**config.mk**
```make
export PLATFORM = sky130hd
export DESIGN_NAME = host_bus_handoff_and_reset
export DESIGN_NICKNAME = d
export VERILOG_FILES = /design/src/include/handoff_pkg.sv /design/src/verilog/host_bus_handoff_and_reset.sv
export SDC_FILE = /design/constraint.sdc
export NUM_CORES = 1
export LEC_CHECK = 0
export BUFFER_PORTS_ARGS = -buffer_cell sky130_fd_sc_hd__buf_2
export CAP_MARGIN = 20
export CELL_PAD_IN_SITES_DETAIL_PLACEMENT = 1
export CELL_PAD_IN_SITES_GLOBAL_PLACEMENT = 1
export CORE_ASPECT_RATIO = 0.6
export CORE_MARGIN = 2
export CORE_UTILIZATION = 45
export CTS_CLUSTER_SIZE = 8
export DETAILED_ROUTE_END_ITERATION = 6
export GPL_TIMING_DRIVEN = 0
export PLACE_DENSITY_LB_ADDON = 0.3
export SETUP_SLACK_MARGIN = 0.3
export SYNTH_ARGS = -nofsm -noshare
export SYNTH_HDL_FRONTEND = slang
export SYNTH_SLANG_ARGS = --single-unit
```
**constraint.sdc**
```tcl
create_clock -name ref_clk -period 2.9 [get_ports ref_clk]
set_clock_uncertainty 0.2 [all_clocks]
set_input_delay 0.58 -clock ref_clk [delete_from_list [all_inputs] [get_ports ref_clk]]
set_output_delay 0.58 -clock ref_clk [all_outputs]
set_load 0.03 [all_outputs]
```
**src/include/handoff_pkg.sv**
```systemverilog
package handoff_pkg;

    // ************************************************
    // synchroniser and strap timing
    // ************************************************
    localparam int SYNC_STAGES          = 3;
    // cycles after reset release before a synced level is trusted
    localparam logic [1:0] STRAP_WAIT   = 2'h3;

    // ************************************************
    // initialisation sequence
    // ************************************************
    localparam logic [5:0] INIT_REFRESH_COUNT = 6'h20;
    localparam logic [31:0] FIRST_FILL_ADDR   = 32'hFFFFFFC0;

    // ************************************************
    // refresh backlog
    // ************************************************
    localparam int BACKLOG_WIDTH           = 8;
    localparam logic [7:0] URGENT_BACKLOG  = 8'h10;

    // ************************************************
    // reset values
    // ************************************************
    localparam logic GRANT_N_RESET   = 1'b1;
    localparam logic FLOAT_RESET     = 1'b1;
    localparam logic REQ_LVL_RESET   = 1'b1;
    localparam logic PRIORITY_RESET  = 1'b0;

    typedef enum {
        BUS_OWN,
        BUS_DRAIN,
        BUS_GRANT
    } bus_state_t;

    typedef enum {
        SEQ_STRAP,
        SEQ_REFRESH,
        SEQ_DEACTIVATE_ALL_BANKS,
        SEQ_FILL,
        SEQ_RUN
    } seq_state_t;

endpackage

```
**src/verilog/host_bus_handoff_and_reset.sv**
```systemverilog
module host_bus_handoff_and_reset
    import handoff_pkg::*;
#(
    parameter int BACKLOG_W = handoff_pkg::BACKLOG_WIDTH
) (
    input  wire logic                 ref_clk,
    input  wire logic                 resetn,
    input  wire logic                 host_bus_request_n,
    input  wire logic                 ready_pin,
    input  wire logic                 external_interrupt_three,
    input  wire logic                 pipe_busy,
    input  wire logic [BACKLOG_W-1:0] refresh_backlog,
    input  wire logic                 external_packet_transfer_pend,
    input  wire logic                 refresh_done,
    input  wire logic                 sdram_present,
    input  wire logic                 deactivate_all_banks_done,
    input  wire logic                 fill_done,
    input  wire logic                 sw_reset_cmd,
    output logic                      host_bus_grant_n,
    output logic                      bus_float,
    output logic                      launch_enable,
    output logic                      priority_req,
    output logic                      init_refresh_req,
    output logic                      deactivate_all_banks_req,
    output logic                      first_fill_req,
    output logic [31:0]               first_fill_addr,
    output logic                      cfg_present_clear,
    output logic                      refresh_ctrl_reset,
    output logic                      requests_abort,
    output logic                      ctrl_state_reset,
    output logic                      processor_reset,
    output logic                      master_processor_halted,
    output logic                      big_endian
);
    import handoff_pkg::*;

    // ************************************************
    // pin synchronisers
    // ************************************************
    logic [SYNC_STAGES-1:0] req_sync_reg;
    logic [SYNC_STAGES-1:0] rdy_sync_reg;
    logic [SYNC_STAGES-1:0] int3_sync_reg;
    logic                   req_lvl_reg;
    logic                   rdy_lvl_reg;
    logic                   int3_lvl_reg;
    logic                   int3_prev_reg;

    // a level changes only once stages two and three agree
    always_ff @(posedge ref_clk or negedge resetn) begin
        if (!resetn) begin
            req_sync_reg <= {SYNC_STAGES{REQ_LVL_RESET}};
            req_lvl_reg  <= REQ_LVL_RESET;
        end else begin
            req_sync_reg <= {req_sync_reg[SYNC_STAGES-2:0], host_bus_request_n};
            if (req_sync_reg[1] == req_sync_reg[2]) begin
                req_lvl_reg <= req_sync_reg[2];
            end
        end
    end

    always_ff @(posedge ref_clk or negedge resetn) begin
        if (!resetn) begin
            rdy_sync_reg <= '0;
            rdy_lvl_reg  <= 1'b0;
        end else begin
            rdy_sync_reg <= {rdy_sync_reg[SYNC_STAGES-2:0], ready_pin};
            if (rdy_sync_reg[1] == rdy_sync_reg[2]) begin
                rdy_lvl_reg <= rdy_sync_reg[2];
            end
        end
    end

    always_ff @(posedge ref_clk or negedge resetn) begin
        if (!resetn) begin
            int3_sync_reg <= '0;
            int3_lvl_reg  <= 1'b0;
            int3_prev_reg <= 1'b0;
        end else begin
            int3_sync_reg <= {int3_sync_reg[SYNC_STAGES-2:0], external_interrupt_three};
            if (int3_sync_reg[1] == int3_sync_reg[2]) begin
                int3_lvl_reg <= int3_sync_reg[2];
            end
            int3_prev_reg <= int3_lvl_reg;
        end
    end

    logic req_seen;
    logic int3_rise;
    assign req_seen  = !req_lvl_reg;
    assign int3_rise = int3_lvl_reg && !int3_prev_reg;

    // ************************************************
    // reset straps
    // ************************************************
    logic [1:0] strap_cnt_reg;
    logic       strap_done_reg;
    logic       strap_now;

    // the chain refills after release, so the strap is taken a few edges
    // late from the third stage, which the level register lags by an edge
    assign strap_now = !strap_done_reg && strap_cnt_reg == STRAP_WAIT;

    always_ff @(posedge ref_clk or negedge resetn) begin
        if (!resetn) begin
            strap_cnt_reg  <= '0;
            strap_done_reg <= 1'b0;
        end else begin
            if (!strap_done_reg && strap_cnt_reg != STRAP_WAIT) begin
                strap_cnt_reg <= strap_cnt_reg + 2'h1;
            end
            if (strap_now) begin
                strap_done_reg <= 1'b1;
            end
        end
    end

    always_ff @(posedge ref_clk or negedge resetn) begin
        if (!resetn) begin
            big_endian <= 1'b0;
        end else if (strap_now) begin
            big_endian <= !rdy_sync_reg[2];
        end
    end

    always_ff @(posedge ref_clk or negedge resetn) begin
        if (!resetn) begin
            master_processor_halted <= 1'b1;
        end else if (strap_now) begin
            master_processor_halted <= req_sync_reg[2];
        end else if (master_processor_halted && strap_done_reg && int3_rise) begin
            master_processor_halted <= 1'b0;
        end
    end

    // ************************************************
    // bus ownership
    // ************************************************
    bus_state_t bus_state_reg;
    bus_state_t bus_state_next;

    // host request outranks refresh; grant waits only for the straps and for the pipe to drain
    always_comb begin
        bus_state_next = bus_state_reg;
        case (bus_state_reg)
            BUS_OWN: begin
                if (strap_done_reg && req_seen) begin
                    bus_state_next = BUS_DRAIN;
                end
            end
            BUS_DRAIN: begin
                if (!pipe_busy) begin
                    bus_state_next = BUS_GRANT;
                end
            end
            BUS_GRANT: begin
                if (!req_seen) begin
                    bus_state_next = BUS_OWN;
                end
            end
            default: begin
                bus_state_next = BUS_OWN;
            end
        endcase
    end

    always_ff @(posedge ref_clk or negedge resetn) begin
        if (!resetn) begin
            bus_state_reg <= BUS_OWN;
        end else begin
            bus_state_reg <= bus_state_next;
        end
    end

    // reset puts float high at once; release waits for the straps
    always_ff @(posedge ref_clk or negedge resetn) begin
        if (!resetn) begin
            bus_float <= FLOAT_RESET;
        end else begin
            bus_float <= !strap_done_reg || bus_state_next == BUS_GRANT
                         || (bus_float && bus_state_next == BUS_DRAIN);
        end
    end

    // grant is released on the registered synced level, so it lags
    // the pin by the synchroniser depth plus two register edges rather than being combinational
    always_ff @(posedge ref_clk or negedge resetn) begin
        if (!resetn) begin
            host_bus_grant_n <= GRANT_N_RESET;
        end else begin
            host_bus_grant_n <= bus_state_next != BUS_GRANT;
        end
    end

    // ************************************************
    // soft reset
    // ************************************************
    logic sw_pend_reg;
    logic sw_fire;

    assign sw_fire = sw_pend_reg && !pipe_busy;

    // a new command in the firing cycle stays pending
    always_ff @(posedge ref_clk or negedge resetn) begin
        if (!resetn) begin
            sw_pend_reg <= 1'b0;
        end else begin
            sw_pend_reg <= sw_reset_cmd || (sw_pend_reg && pipe_busy);
        end
    end

    always_ff @(posedge ref_clk or negedge resetn) begin
        if (!resetn) begin
            launch_enable <= 1'b0;
        end else begin
            launch_enable <= strap_done_reg && bus_state_next == BUS_OWN
                             && !req_seen && !sw_pend_reg && !sw_reset_cmd;
        end
    end

    // hardware reset holds these until release; soft reset pulses
    // them but leaves present bits and refresh control alone
    always_ff @(posedge ref_clk or negedge resetn) begin
        if (!resetn) begin
            requests_abort   <= 1'b1;
            ctrl_state_reset <= 1'b1;
            processor_reset  <= 1'b1;
        end else begin
            requests_abort   <= sw_fire;
            ctrl_state_reset <= sw_fire;
            processor_reset  <= sw_fire;
        end
    end

    always_ff @(posedge ref_clk or negedge resetn) begin
        if (!resetn) begin
            cfg_present_clear  <= 1'b1;
            refresh_ctrl_reset <= 1'b1;
        end else begin
            cfg_present_clear  <= 1'b0;
            refresh_ctrl_reset <= 1'b0;
        end
    end

    // ************************************************
    // priority output
    // ************************************************
    always_ff @(posedge ref_clk or negedge resetn) begin
        if (!resetn) begin
            priority_req <= PRIORITY_RESET;
        end else begin
            priority_req <= refresh_backlog >= BACKLOG_W'(URGENT_BACKLOG)
                            || external_packet_transfer_pend;
        end
    end

    // ************************************************
    // power-up sequence
    // ************************************************
    seq_state_t seq_state_reg;
    seq_state_t seq_state_next;
    logic [5:0] ref_cnt_reg;
    logic       sdram_seen_reg;
    logic       owned;

    // the sequence only issues its requests while we hold the bus
    assign owned = strap_done_reg && bus_state_reg == BUS_OWN && !req_seen;

    always_comb begin
        seq_state_next = seq_state_reg;
        case (seq_state_reg)
            SEQ_STRAP: begin
                if (strap_done_reg) begin
                    seq_state_next = SEQ_REFRESH;
                end
            end
            SEQ_REFRESH: begin
                if (ref_cnt_reg == INIT_REFRESH_COUNT) begin
                    seq_state_next = sdram_seen_reg ? SEQ_DEACTIVATE_ALL_BANKS : SEQ_FILL;
                end
            end
            SEQ_DEACTIVATE_ALL_BANKS: begin
                if (deactivate_all_banks_done) begin
                    seq_state_next = SEQ_FILL;
                end
            end
            SEQ_FILL: begin
                if (fill_done) begin
                    seq_state_next = SEQ_RUN;
                end
            end
            SEQ_RUN: begin
                seq_state_next = SEQ_RUN;
            end
            default: begin
                seq_state_next = SEQ_STRAP;
            end
        endcase
    end

    always_ff @(posedge ref_clk or negedge resetn) begin
        if (!resetn) begin
            seq_state_reg <= SEQ_STRAP;
        end else begin
            seq_state_reg <= seq_state_next;
        end
    end

    always_ff @(posedge ref_clk or negedge resetn) begin
        if (!resetn) begin
            ref_cnt_reg    <= '0;
            sdram_seen_reg <= 1'b0;
        end else if (seq_state_reg == SEQ_REFRESH) begin
            if (refresh_done && ref_cnt_reg != INIT_REFRESH_COUNT) begin
                ref_cnt_reg <= ref_cnt_reg + 6'h01;
            end
            if (sdram_present && refresh_done) begin
                sdram_seen_reg <= 1'b1;
            end
        end
    end

    // refreshes run even with the processor halted
    always_ff @(posedge ref_clk or negedge resetn) begin
        if (!resetn) begin
            init_refresh_req <= 1'b0;
            deactivate_all_banks_req         <= 1'b0;
        end else begin
            init_refresh_req <= owned && seq_state_next == SEQ_REFRESH;
            deactivate_all_banks_req         <= owned && seq_state_next == SEQ_DEACTIVATE_ALL_BANKS;
        end
    end

    always_ff @(posedge ref_clk or negedge resetn) begin
        if (!resetn) begin
            first_fill_req  <= 1'b0;
            first_fill_addr <= '0;
        end else begin
            first_fill_req  <= owned && seq_state_next == SEQ_FILL
                               && !master_processor_halted;
            first_fill_addr <= FIRST_FILL_ADDR;
        end
    end

endmodule // host_bus_handoff_and_reset
```
==> results of run 1 <==
==> power groups by stage <==
stage | clock network [mW] | logic (mW) | registers, mW
5_1_grt | 1.41 | 0.213 | 1.47
4_1_cts | 1.35 | 0.192 | 1.47
3_5_place_dp | 0 | 0.189 | 1.49
3_3_place_gp | 0 | 0.181 | 1.49
6_report | 1.31 | 0.192 | 1.47
2_1_floorplan | 0 | 0.111 | 1.49
==> final cells by class <==
type / count / area, um^2 / share of cell area, %
sequential: 99 / 2489 / 56.38
multi-input combinational: 159 / 857.1 / 19.42
timing repair buffer: 57 / 315.3 / 7.143
buffer: 34 / 255.2 / 5.782
clock buffer: 11 / 252.7 / 5.726
tap: 104 / 130.1 / 2.948
clock inverter: 5 / 88.84 / 2.012
inverter: 7 / 26.28 / 0.5952
==> metal layers <==
| layer | track usage [%] | wire [um] | vias up |
|---|---|---|---|
| li1 | - | - | 959 |
| met1 | 21.19 | 2733 | 968 |
| met2 | 26.84 | 2925 | 47 |
| met3 | 6.769 | 332 | 8 |
| met4 | 5.952 | 93 | 0 |
| met5 | 0 | 0 | - |
==> stage by stage <==
step	setup WS (ns)	instance area, um^2	utilization [%]
2_1_floorplan	0.9909	3627	-
3_3_place_gp	0.1509	4033	55.49
3_5_place_dp	0.6973	4063	55.91
4_1_cts	0.4869	4414	60.74
5_1_grt	0.4300	4414	60.74
6_report	0.5429	4414	60.74
==> Yosys cell counts, types with 2 or more instances <==
cell	n	area, um^2
nor2b_1	4	25.02
nor3_2	2	20.02
o211ai_1	2	15.01
nor3b_1	2	15.01
dfstp_2	9	236.5
buf_4	34	255.2
nand3_1	3	15.01
a21o_1	2	15.01
nand4_1	6	37.54
mux2_2	2	22.52
inv_1	7	26.28
o21ai_0	2	10.01
ha_1	3	37.54
a21oi_1	2	10.01
nor3_1	5	25.02
maj3_1	2	20.02
conb_1	2	7.510
nand2_1	11	41.29
xnor2_1	5	43.79
nor4_1	14	87.58
nor2_1	11	41.29
dfrtp_1	90	2252
==> cell families after synthesis <==
| logic type | count (synthesis) |
|---|---|
| fa+ha+maj | 5 |
| flops | 99 |
| other cells | 2 |
| simple gates | 65 |
| buf+inv | 41 |
| mux | 3 |
| xor+xnor | 6 |
| compound gates | 13 |
==> worst max path at each step <==
stage                                            start                       end  slack, ns
after detailed placement    ref_cnt_reg[0]$_DFFE_PN0P_  first_fill_req$_DFF_PN0_       0.70
after CTS                 first_fill_addr[6]$_DFF_PN0_       first_fill_addr[17]       0.49
after global routing      first_fill_addr[6]$_DFF_PN0_       first_fill_addr[10]       0.43
final                     first_fill_addr[6]$_DFF_PN0_       first_fill_addr[25]       0.54
after floorplan           first_fill_addr[6]$_DFF_PN0_       first_fill_addr[10]       0.99
after global placement                          resetn    big_endian$_DFFE_PN0P_       0.15
==> layout by cell type (no fill, tap or decap), drive strengths merged, types with 3 or more instances in the layout <==
master / netlist / routed
dfstp: 9 / 9
nor2b: 4 / 4
nand4: 6 / 6
inv: 7 / 10
conb: 2 / 67
nor2: 11 / 11
nand2: 11 / 11
clkbuf: 0 / 11
buf: 34 / 90
ha: 3 / 3
nor3: 7 / 7
xnor2: 5 / 5
nor4: 15 / 15
dfrtp: 90 / 90
nand3: 3 / 3
==> reports/qor.yml, run 1 <==
critPathKind: "reg2out"
ir_worst_vdd_uv: 327.2
holdBufCountCts: 1
synth-compound-area-share_pct: 2.811
cts_buffer_depth: 2
max_freq_mhz: 424.3
min_path_cells: 1
pin_count: 66
postRouteAntennaNets: 0
coreArea_um2: 7267
grt_use_total_pct: 16.87
p_leak_nw: 2.173
antenna_found_initial: 0
pwr-share-seq_pct: 49.4
relSlewSlack_pct: 50.99
cts-root-buf: "clkbuf_16"
finalSetupViolCount: 0
min_from: "host_bus_request_n"
grt_max_degree: 71
cp_cell_sequence: "buf_4 -> buf_2"
route.vias.total: 1982
gr-total-overflow: 0
hold_path.class: "in2reg"
end_kind: "output port"
cp_data_arrival_time_ns: 1.58
clkTransAtPathRegs_ns: 0.07
clock_sinks: 99
post_cts_buffers: 0
worst-path-max-fanout: 26
path_buf_inv: 2
period_share_pct: 81.28
ys_seq_elements: 99
r2r_slack_ns: 0.72
synth_top_family_by_area: "simple AND/OR/NAND/NOR gates"
synthArstFlopShare_pct: 100.0
h-tree-depth: 3
r2r_end: "first_fill_req$_DFF_PN0_"
numCtsBuffers: 9
place.gp.congestion: 0.7970
drt_first_pass_iters: 4
n_antenna_cell: 0
synthCells: 234
p_sw_share_pct: 21.80
synthXorXnorAreaFrac_pct: 1.553
reg2regPathDepth: 7
ys_warn_count: 0
wire_per_inst_um: 12.78
dp.cells: 459
tns_ns: 0
outcome: "finished clean"
cts_resized: 0
hold_violations: 0
p_int_mw: 2.324
crit_path_max_incr_delay_ns: 0.82
grt_pass1_wl_mm: 10.22
port_buffers: 55
synthesis.area_per_instance_um2: 14.46
startpoint_type: "flip-flop"
num_rows: 24
cap_violations: 0
worstMarginPinSlew_ns: 0.7351
final_layout_size_suffix_gt1_share_pct: 32.80
synth.distinct_cells: 36
power.share.clock_pct: 44.1
holdWs_ns: 0.1452
required_ns: 2.12
drc_errors: 0
fin_cells: 476
p_total_mw: 2.972
ys_seq_area_share_pct: 73.56
fillers: 775
synth_mux_area_share_pct: 0.9615
power_density_nw_per_um2: 673.3
nNetsFinal: 390
die_area_um2: 8251
start_util_pct: 46.56
hpwlAfterDp_mm: 4.095
ys.flop_type: "dfrtp_1"
switchingPower_mw: 0.6480
regToRegStartpoint: "ref_cnt_reg[0]$_DFFE_PN0P_"
rsz0062_at_grt: "false"
finalMaxSlewViolations: 0
clk_latency_ns: 0.34
synthSimpleGateAreaFrac_pct: 10.87
period_minus_slack_ns: 2.357
path_depth: 2
synth_area_um2: 3383
fp.dieH_um: 71.17
post_drt_via_cell_ratio: 4.164
synth_enable_flop_cells: 0
p_comb_share_pct: 6.5
drtIter0Drc: 69
hold_end: "req_sync_reg[0]$_DFF_PN1_"
routed_wl_mm: 6.084
syn_to_final_growth_pct: 30.47
cts_tree: "built"
grt_pass1_vias: 2099
fp.dieW_um: 115.9
crit_family: "flip-flops"
synth_fa_ha_area_share_pct: 1.701
cp_slowest_cell: "dfrtp_1"
Note: power is estimated with default switching activity, not from simulation.
==> inputs of run 2 (changes only) <==
--- a/config.mk
+++ b/config.mk
@@ -11,7 +11,7 @@
 export CELL_PAD_IN_SITES_GLOBAL_PLACEMENT = 1
 export CORE_ASPECT_RATIO = 0.6
 export CORE_MARGIN = 2
-export CORE_UTILIZATION = 45
+export CORE_UTILIZATION = 40
 export CTS_CLUSTER_SIZE = 8
 export DETAILED_ROUTE_END_ITERATION = 6
 export GPL_TIMING_DRIVEN = 0
==> constraint.sdc (replaced) <==
create_clock -name ref_clk -period 2.1 [get_ports ref_clk]
set_clock_uncertainty 0.2 [all_clocks]
set_input_delay 0.42 -clock ref_clk [delete_from_list [all_inputs] [get_ports ref_clk]]
set_output_delay 0.42 -clock ref_clk [all_outputs]
set_load 0.03 [all_outputs]
==> run 2 against run 1 <==
Against the previous run: largest power group unchanged; total power is 38% higher; clock power is 30% higher; sequential cell count stayed put; hold slack worse by 0.092 ns; core utilization is 2.6 points higher; design area is 15% higher; first-iteration DRC count is 38% higher; sequential share of layout area is 7.5 points lower; non-clock buffer count is 24 higher; global-route usage is 0.42 points higher; the flow now finishes with violations (setup timing); final cell count is 5.9% higher; critical path depth is 5 higher.
==> reports/qor.yml, run 2 (synthesis results as in run 1) <==
outcome: "finished, violations left"
violations: "setup timing"
reg2regPathDepth: 7  # unchanged
clkTransAtPathRegs_ns: 0.07  # about the same
max_freq_mhz: 471.9
startpoint_type: "flip-flop"
cp_slowest_cell: "dfrtp_1"
path_buf_inv: 1  # -1
die_area_um2: 9234  # +12%
postRouteAntennaNets: 0  # unchanged
num_rows: 25  # +4.2%
critPathKind: "reg2reg"
place_ws_ns: -0.2307  # -0.9280 ns
final_cell_mix: "89 x dfrtp_1, 67 x conb_1, 55 x buf_6"
crit_family: "simple AND/OR/NAND/NOR gates"
wire_per_inst_um: 17.91  # +40%
port_buffers: 55  # unchanged
pin_count: 66  # unchanged
n_antenna_cell: 0  # unchanged
period_share_pct: 100.9
post_drt_via_cell_ratio: 4.387  # +5.4%
hold_violations: 0  # unchanged
cp_data_arrival_time_ns: 2.18  # +0.60 ns
routed_wl_mm: 9.027  # +48%
cts_buffer_depth: 2  # unchanged
start_util_pct: 42.09  # -4.5 points
fp.dieH_um: 75.24  # +5.7%
crit_path_max_incr_delay_ns: 0.39  # -0.43 ns
hold_path.class: "in2reg"
cp_cell_sequence: "inv_1 -> ha_4 -> nor3b_4 -> a32oi_2 -> nor4_4 -> nand3_2 -> nor3b_4"
end_kind: "flip-flop"
layout_commonest_cell: "dfrtp_1"
power_density_nw_per_um2: 806.8  # +20%
final_layout_size_suffix_gt1_share_pct: 42.68  # +9.9 points
grt_pass1_vias: 2279  # +8.6%
r2r_end: "first_fill_req$_DFF_PN0_"
worst-path-max-fanout: 2  # -92%
grt_use_total_pct: 17.29  # +0.42 points
drt_first_pass_iters: 4  # unchanged
syn_to_final_growth_pct: 50.63
fillers: 774  # -0.13%
numCtsBuffers: 9  # unchanged
h-tree-depth: 3  # unchanged
r2r_slack_ns: -0.02  # -0.74 ns
finalSetupViolCount: 3  # +3
setup_ws_ns: -0.01928  # -0.5622 ns
antenna_found_initial: 0  # unchanged
required_ns: 2.17  # +0.05 ns
clk_latency_ns: 0.35  # about the same
place.gp.congestion: 0.7205  # -9.6%
nNetsFinal: 414  # +6.2%
critPathMostFrequentCell: "nor3b_4"
finalMaxSlewViolations: 0  # unchanged
gr-total-overflow: 0  # unchanged
p_total_mw: 4.111  # +38%
min_path_cells: 3  # +2
clock_sinks: 99  # unchanged
period_minus_slack_ns: 2.119
drtIter0Drc: 95  # +38%
regToRegStartpoint: "ref_cnt_reg[0]$_DFFE_PN0P_"
grt_pass1_wl_mm: 11.39  # +11%
route.vias.total: 2211  # +12%
cts-root-buf: "clkbuf_16"
cts_tree: "built"
min_from: "refresh_backlog[5]"
hpwlAfterDp_mm: 4.216  # +3.0%
grt_max_degree: 57  # -20%
ir_worst_vdd_uv: 472.3  # +44%
coreArea_um2: 8039  # +11%
hold_end: "priority_req$_DFF_PN0_"
drc_errors: 0  # unchanged
fp.dieW_um: 122.7  # +5.9%
final_core_util_pct: 63.39  # +2.6 points
worstMarginPinSlew_ns: 0.5741  # -0.1610 ns
p_leak_nw: 2.447  # +13%
cap_violations: 0  # unchanged
relSlewSlack_pct: 61.73  # +11 points
rsz0062_at_grt: "true"
## run 2: repair_timing
| action | CTS | global route |
|---|---|---|
| endpoints found under the setup margin | 43 | 45 |
| pin swaps | 17 | 13 |
| gates cloned | 0 | 1 |
| hold buffers | 4 | 0 |
| buffers inserted | 13 | 7 |
| resized for setup | 82 | 49 |
| endpoints found under the hold margin | 38 | 0 |
## run 2: tightest hold or removal path, cell delays in order
cell	delay [ns]
buf_2	0.07
nor2_1	0.03
nand2_1	0.04
## run 2: through the flow
| step | std cells | hold WS (ns) | area (um^2) | setup TNS [ns] |
|---|---|---|---|---|
| global placement | 462 | 0.1360 | 4046 | -43.89 |
| finish | 504 | 0.05335 | 5096 | -0.04995 |
| detailed placement | 463 | 0.1425 | 4076 | -0.3068 |
| global route | 504 | 0.05176 | 5096 | -0.3387 |
| CTS | 496 | 0.04087 | 4828 | 0 |
| floorplan | 299 | -0.07559 | 3636 | 0 |
## run 2: cell type report
type                            instances  area (um^2)  area share [%]
Sequential cell                        99         2492           48.91
Multi-Input combinational cell        159         1057           20.75
Timing Repair Buffer                   81        730.7           14.34
Buffer                                 34        349.1           6.850
Clock buffer                            9        225.2           4.419
Tap cell                              108        135.1           2.652
Clock inverter                          7        80.08           1.571
Inverter                                7        26.28          0.5156
## run 2: worst max-delay path by stage
stage	cells after the start	end	from
2_1_floorplan	5	ref_cnt_reg[1]$_DFFE_PN0P_	seq_state_reg[13]$_DFF_PN0_
3_3_place_gp	1	bus_state_reg[26]$_DFF_PN0_	resetn
3_5_place_dp	7	first_fill_req$_DFF_PN0_	ref_cnt_reg[0]$_DFFE_PN0P_
4_1_cts	6	first_fill_req$_DFF_PN0_	seq_state_reg[16]$_DFF_PN0_
5_1_grt	7	ref_cnt_reg[5]$_DFFE_PN0P_	seq_state_reg[25]$_DFF_PN0_
6_report	7	first_fill_req$_DFF_PN0_	ref_cnt_reg[0]$_DFFE_PN0P_
## run 2: power breakdown
part | switching [mW] | total (mW) | internal (mW)
Clock | 0.761 | 1.70 | 0.943
Sequential | 0.0463 | 2.04 | 1.99
Combinational | 0.208 | 0.370 | 0.162
Total | 1.02 | 4.11 | 3.10
## run 2: layer usage
layer  global-route usage, %  vias to the layer above  share of wire (%)
met5                       0                        -                  0
met4                   5.619                        0                2.2
met3                   7.576                       17                4.9
met2                   30.08                       63                 54
met1                   19.49                     1128                 39
li1                        -                     1003                  -
==> inputs of run 3 (changes only) <==
--- a/config.mk
+++ b/config.mk
@@ -16,7 +16,6 @@
 export DETAILED_ROUTE_END_ITERATION = 6
 export GPL_TIMING_DRIVEN = 0
 export PLACE_DENSITY_LB_ADDON = 0.3
-export SETUP_SLACK_MARGIN = 0.3
 export SYNTH_ARGS = -nofsm -noshare
 export SYNTH_HDL_FRONTEND = slang
 export SYNTH_SLANG_ARGS = --single-unit
==> run 3 against run 2 <==
Against the previous run: the run now ends clean; clock power is 4% lower; clock-buffer cell count increased by 1; non-clock buffer count fell by 16; design area shrank 11%; sequential power about the same; sequential share of layout area up 6.1 points; worst setup slack better by 0.038 ns; via count down 7.6%; combinational power shrank 27%; largest cell class unchanged.
==> reports/qor.yml, run 3 (synthesis results as in run 1) <==
drc_errors: 0  # unchanged
power_density_nw_per_um2: 870.0  # +7.8%
routed_wl_mm: 6.302  # -30%
drt_first_pass_iters: 4  # unchanged
finalSetupViolCount: 0  # -3
cap_violations: 0  # unchanged
end_kind: "flip-flop"
postRouteAntennaNets: 0  # unchanged
fin_area_um2: 4529  # -11%
rsz0062_at_grt: "true"
hold_path.class: "in2reg"
ir_worst_vdd_uv: 439.4  # -7.0%
fp.dieW_um: 122.7  # unchanged
numCtsBuffers: 9  # unchanged
syn_to_final_growth_pct: 33.88
regToRegStartpoint: "seq_state_reg[21]$_DFF_PN0_"
hpwlAfterDp_mm: 4.258  # +1.0%
die_area_um2: 9234  # unchanged
place_ws_ns: -0.1497  # +0.08104 ns
cts_buffer_depth: 2  # unchanged
cts-root-buf: "clkbuf_16"
outcome: "finished clean"
num_rows: 25  # unchanged
crit_path_max_incr_delay_ns: 0.38  # about the same
grt_pass1_wl_mm: 10.06  # -12%
max_freq_mhz: 480.4  # +1.8%
gr-total-overflow: 0  # unchanged
antenna_found_initial: 0  # unchanged
pin_count: 66  # unchanged
startpoint_type: "flip-flop"
met3_usage_pct: 5.076  # -2.5 points
cp_cell_sequence: "nor4_2 -> nand4_1 -> buf_4 -> or2_4 -> a211oi_4 -> nor3b_2"
hold_end: "priority_req$_DFF_PN0_"
clock_sinks: 99  # unchanged
critPathKind: "reg2reg"
r2r_slack_ns: 0.02  # +0.04 ns
period_share_pct: 99.12  # -1.8 points
reg2regPathDepth: 6  # -1
start_util_pct: 42.09  # unchanged
layout_commonest_cell: "dfrtp_1"
met2_usage_pct: 24.80  # -5.3 points
post_drt_via_cell_ratio: 4.184  # -4.6%
required_ns: 2.15  # -0.02 ns
clk_latency_ns: 0.34  # about the same
hold_violations: 0  # unchanged
cp_data_arrival_time_ns: 2.14  # -0.04 ns
worst-path-max-fanout: 4  # +2
clkTransAtPathRegs_ns: 0.06  # about the same
final_cell_mix: "89 x dfrtp_1, 67 x conb_1, 54 x buf_2"
busiest_layer: "met2"
n_antenna_cell: 0  # unchanged
fp.dieH_um: 75.24  # unchanged
nNetsFinal: 398  # -3.9%
relSlewSlack_pct: 65.27  # +3.5 points
drtIter0Drc: 105  # +11%
coreArea_um2: 8039  # unchanged
h-tree-depth: 3  # unchanged
place.gp.congestion: 0.7718  # +7.1%
worstMarginPinSlew_ns: 0.5209  # -0.05324 ns
min_path_cells: 3  # unchanged
dpl_cell_area_um2: 4068  # -0.21%
cts_tree: "built"
r2r_end: "first_fill_req$_DFF_PN0_"
grt_max_degree: 60  # +5.3%
period_minus_slack_ns: 2.082  # -0.03772 ns
cp_slowest_cell: "dfrtp_1"
use_met1_pct: 18.16  # -1.3 points
port_buffers: 55  # unchanged
p_leak_nw: 2.209  # -9.7%
setup_ws_ns: 0.01844  # +0.03772 ns
min_from: "external_packet_transfer_pend"
finalMaxSlewViolations: 0  # unchanged
grt_pass1_vias: 2113  # -7.3%
route.vias.total: 2042  # -7.6%
wire_per_inst_um: 12.91  # -28%
final_layout_size_suffix_gt1_share_pct: 36.05  # -6.6 points
grt_use_total_pct: 14.95  # -2.3 points
[run 3: where the power goes]
group          internal (mW)  switching [mW]  leakage (nW)  total [mW]
clock network          0.938           0.702         0.148        1.64
logic                 0.0969           0.172         0.895       0.269
registers               1.99          0.0395          1.17        2.03
total                   3.03           0.913          2.21        3.94
[run 3: repair_timing]
action                     CTS  global route
setup endpoints to repair   33            11
hold buffers                 4             0
pin swaps                    3             9
hold endpoints to repair    35             0
resized for setup            9             7
setup buffers                1             4
[run 3: worst max-delay path by stage]
stage,start,endpoint,slack [ns]
detailed placement,ref_cnt_reg[0]$_DFFE_PN0P_,first_fill_req$_DFF_PN0_,-0.15
finish,seq_state_reg[21]$_DFF_PN0_,first_fill_req$_DFF_PN0_,0.02
global placement,resetn,bus_state_reg[8]$_DFF_PN0_,-0.51
floorplan,seq_state_reg[21]$_DFF_PN0_,ref_cnt_reg[1]$_DFFE_PN0P_,0.27
CTS,seq_state_reg[25]$_DFF_PN0_,ref_cnt_reg[1]$_DFFE_PN0P_,0.003
global route,seq_state_reg[28]$_DFF_PN0_,first_fill_req$_DFF_PN0_,-0.11
[run 3: stage by stage]
step	util (%)	TNS, ns	std cells	hold WS (ns)	power (mW)
floorplan	-	0	299	-0.07559	2.216
global placement	50.23	-45.13	462	0.1469	2.308
detailed placement	50.60	-0.2472	463	0.1364	2.327
CTS	55.47	0	484	0.04378	3.990
global route	56.34	-0.4906	488	0.07153	4.107
finish	56.34	0	488	0.05954	3.940
[run 3: critical path, delay by kind of cell (launching register included)]
family / cells / cell delay, ns
compound gates: 1 / 0.26
buf+inv: 1 / 0.21
flops: 1 / 0.38
simple gates: 4 / 0.94
[run 3: per-layer routing]
layer,vias to the layer above,share of wire [%]
met2,44,51
met5,-,0
met4,0,1.6
met3,9,5.1
met1,1013,42
li1,976,-
[run 3: cell type report]
cell class / instances / area (um^2)
Tap cell: 108 / 135.1
Timing Repair Buffer: 65 / 386.6
Clock buffer: 10 / 229.0
Fill cell: 850 / 3510
Multi-Input combinational cell: 159 / 937.1
Sequential cell: 99 / 2490
Inverter: 7 / 26.28
Buffer: 34 / 255.2
Clock inverter: 6 / 70.07
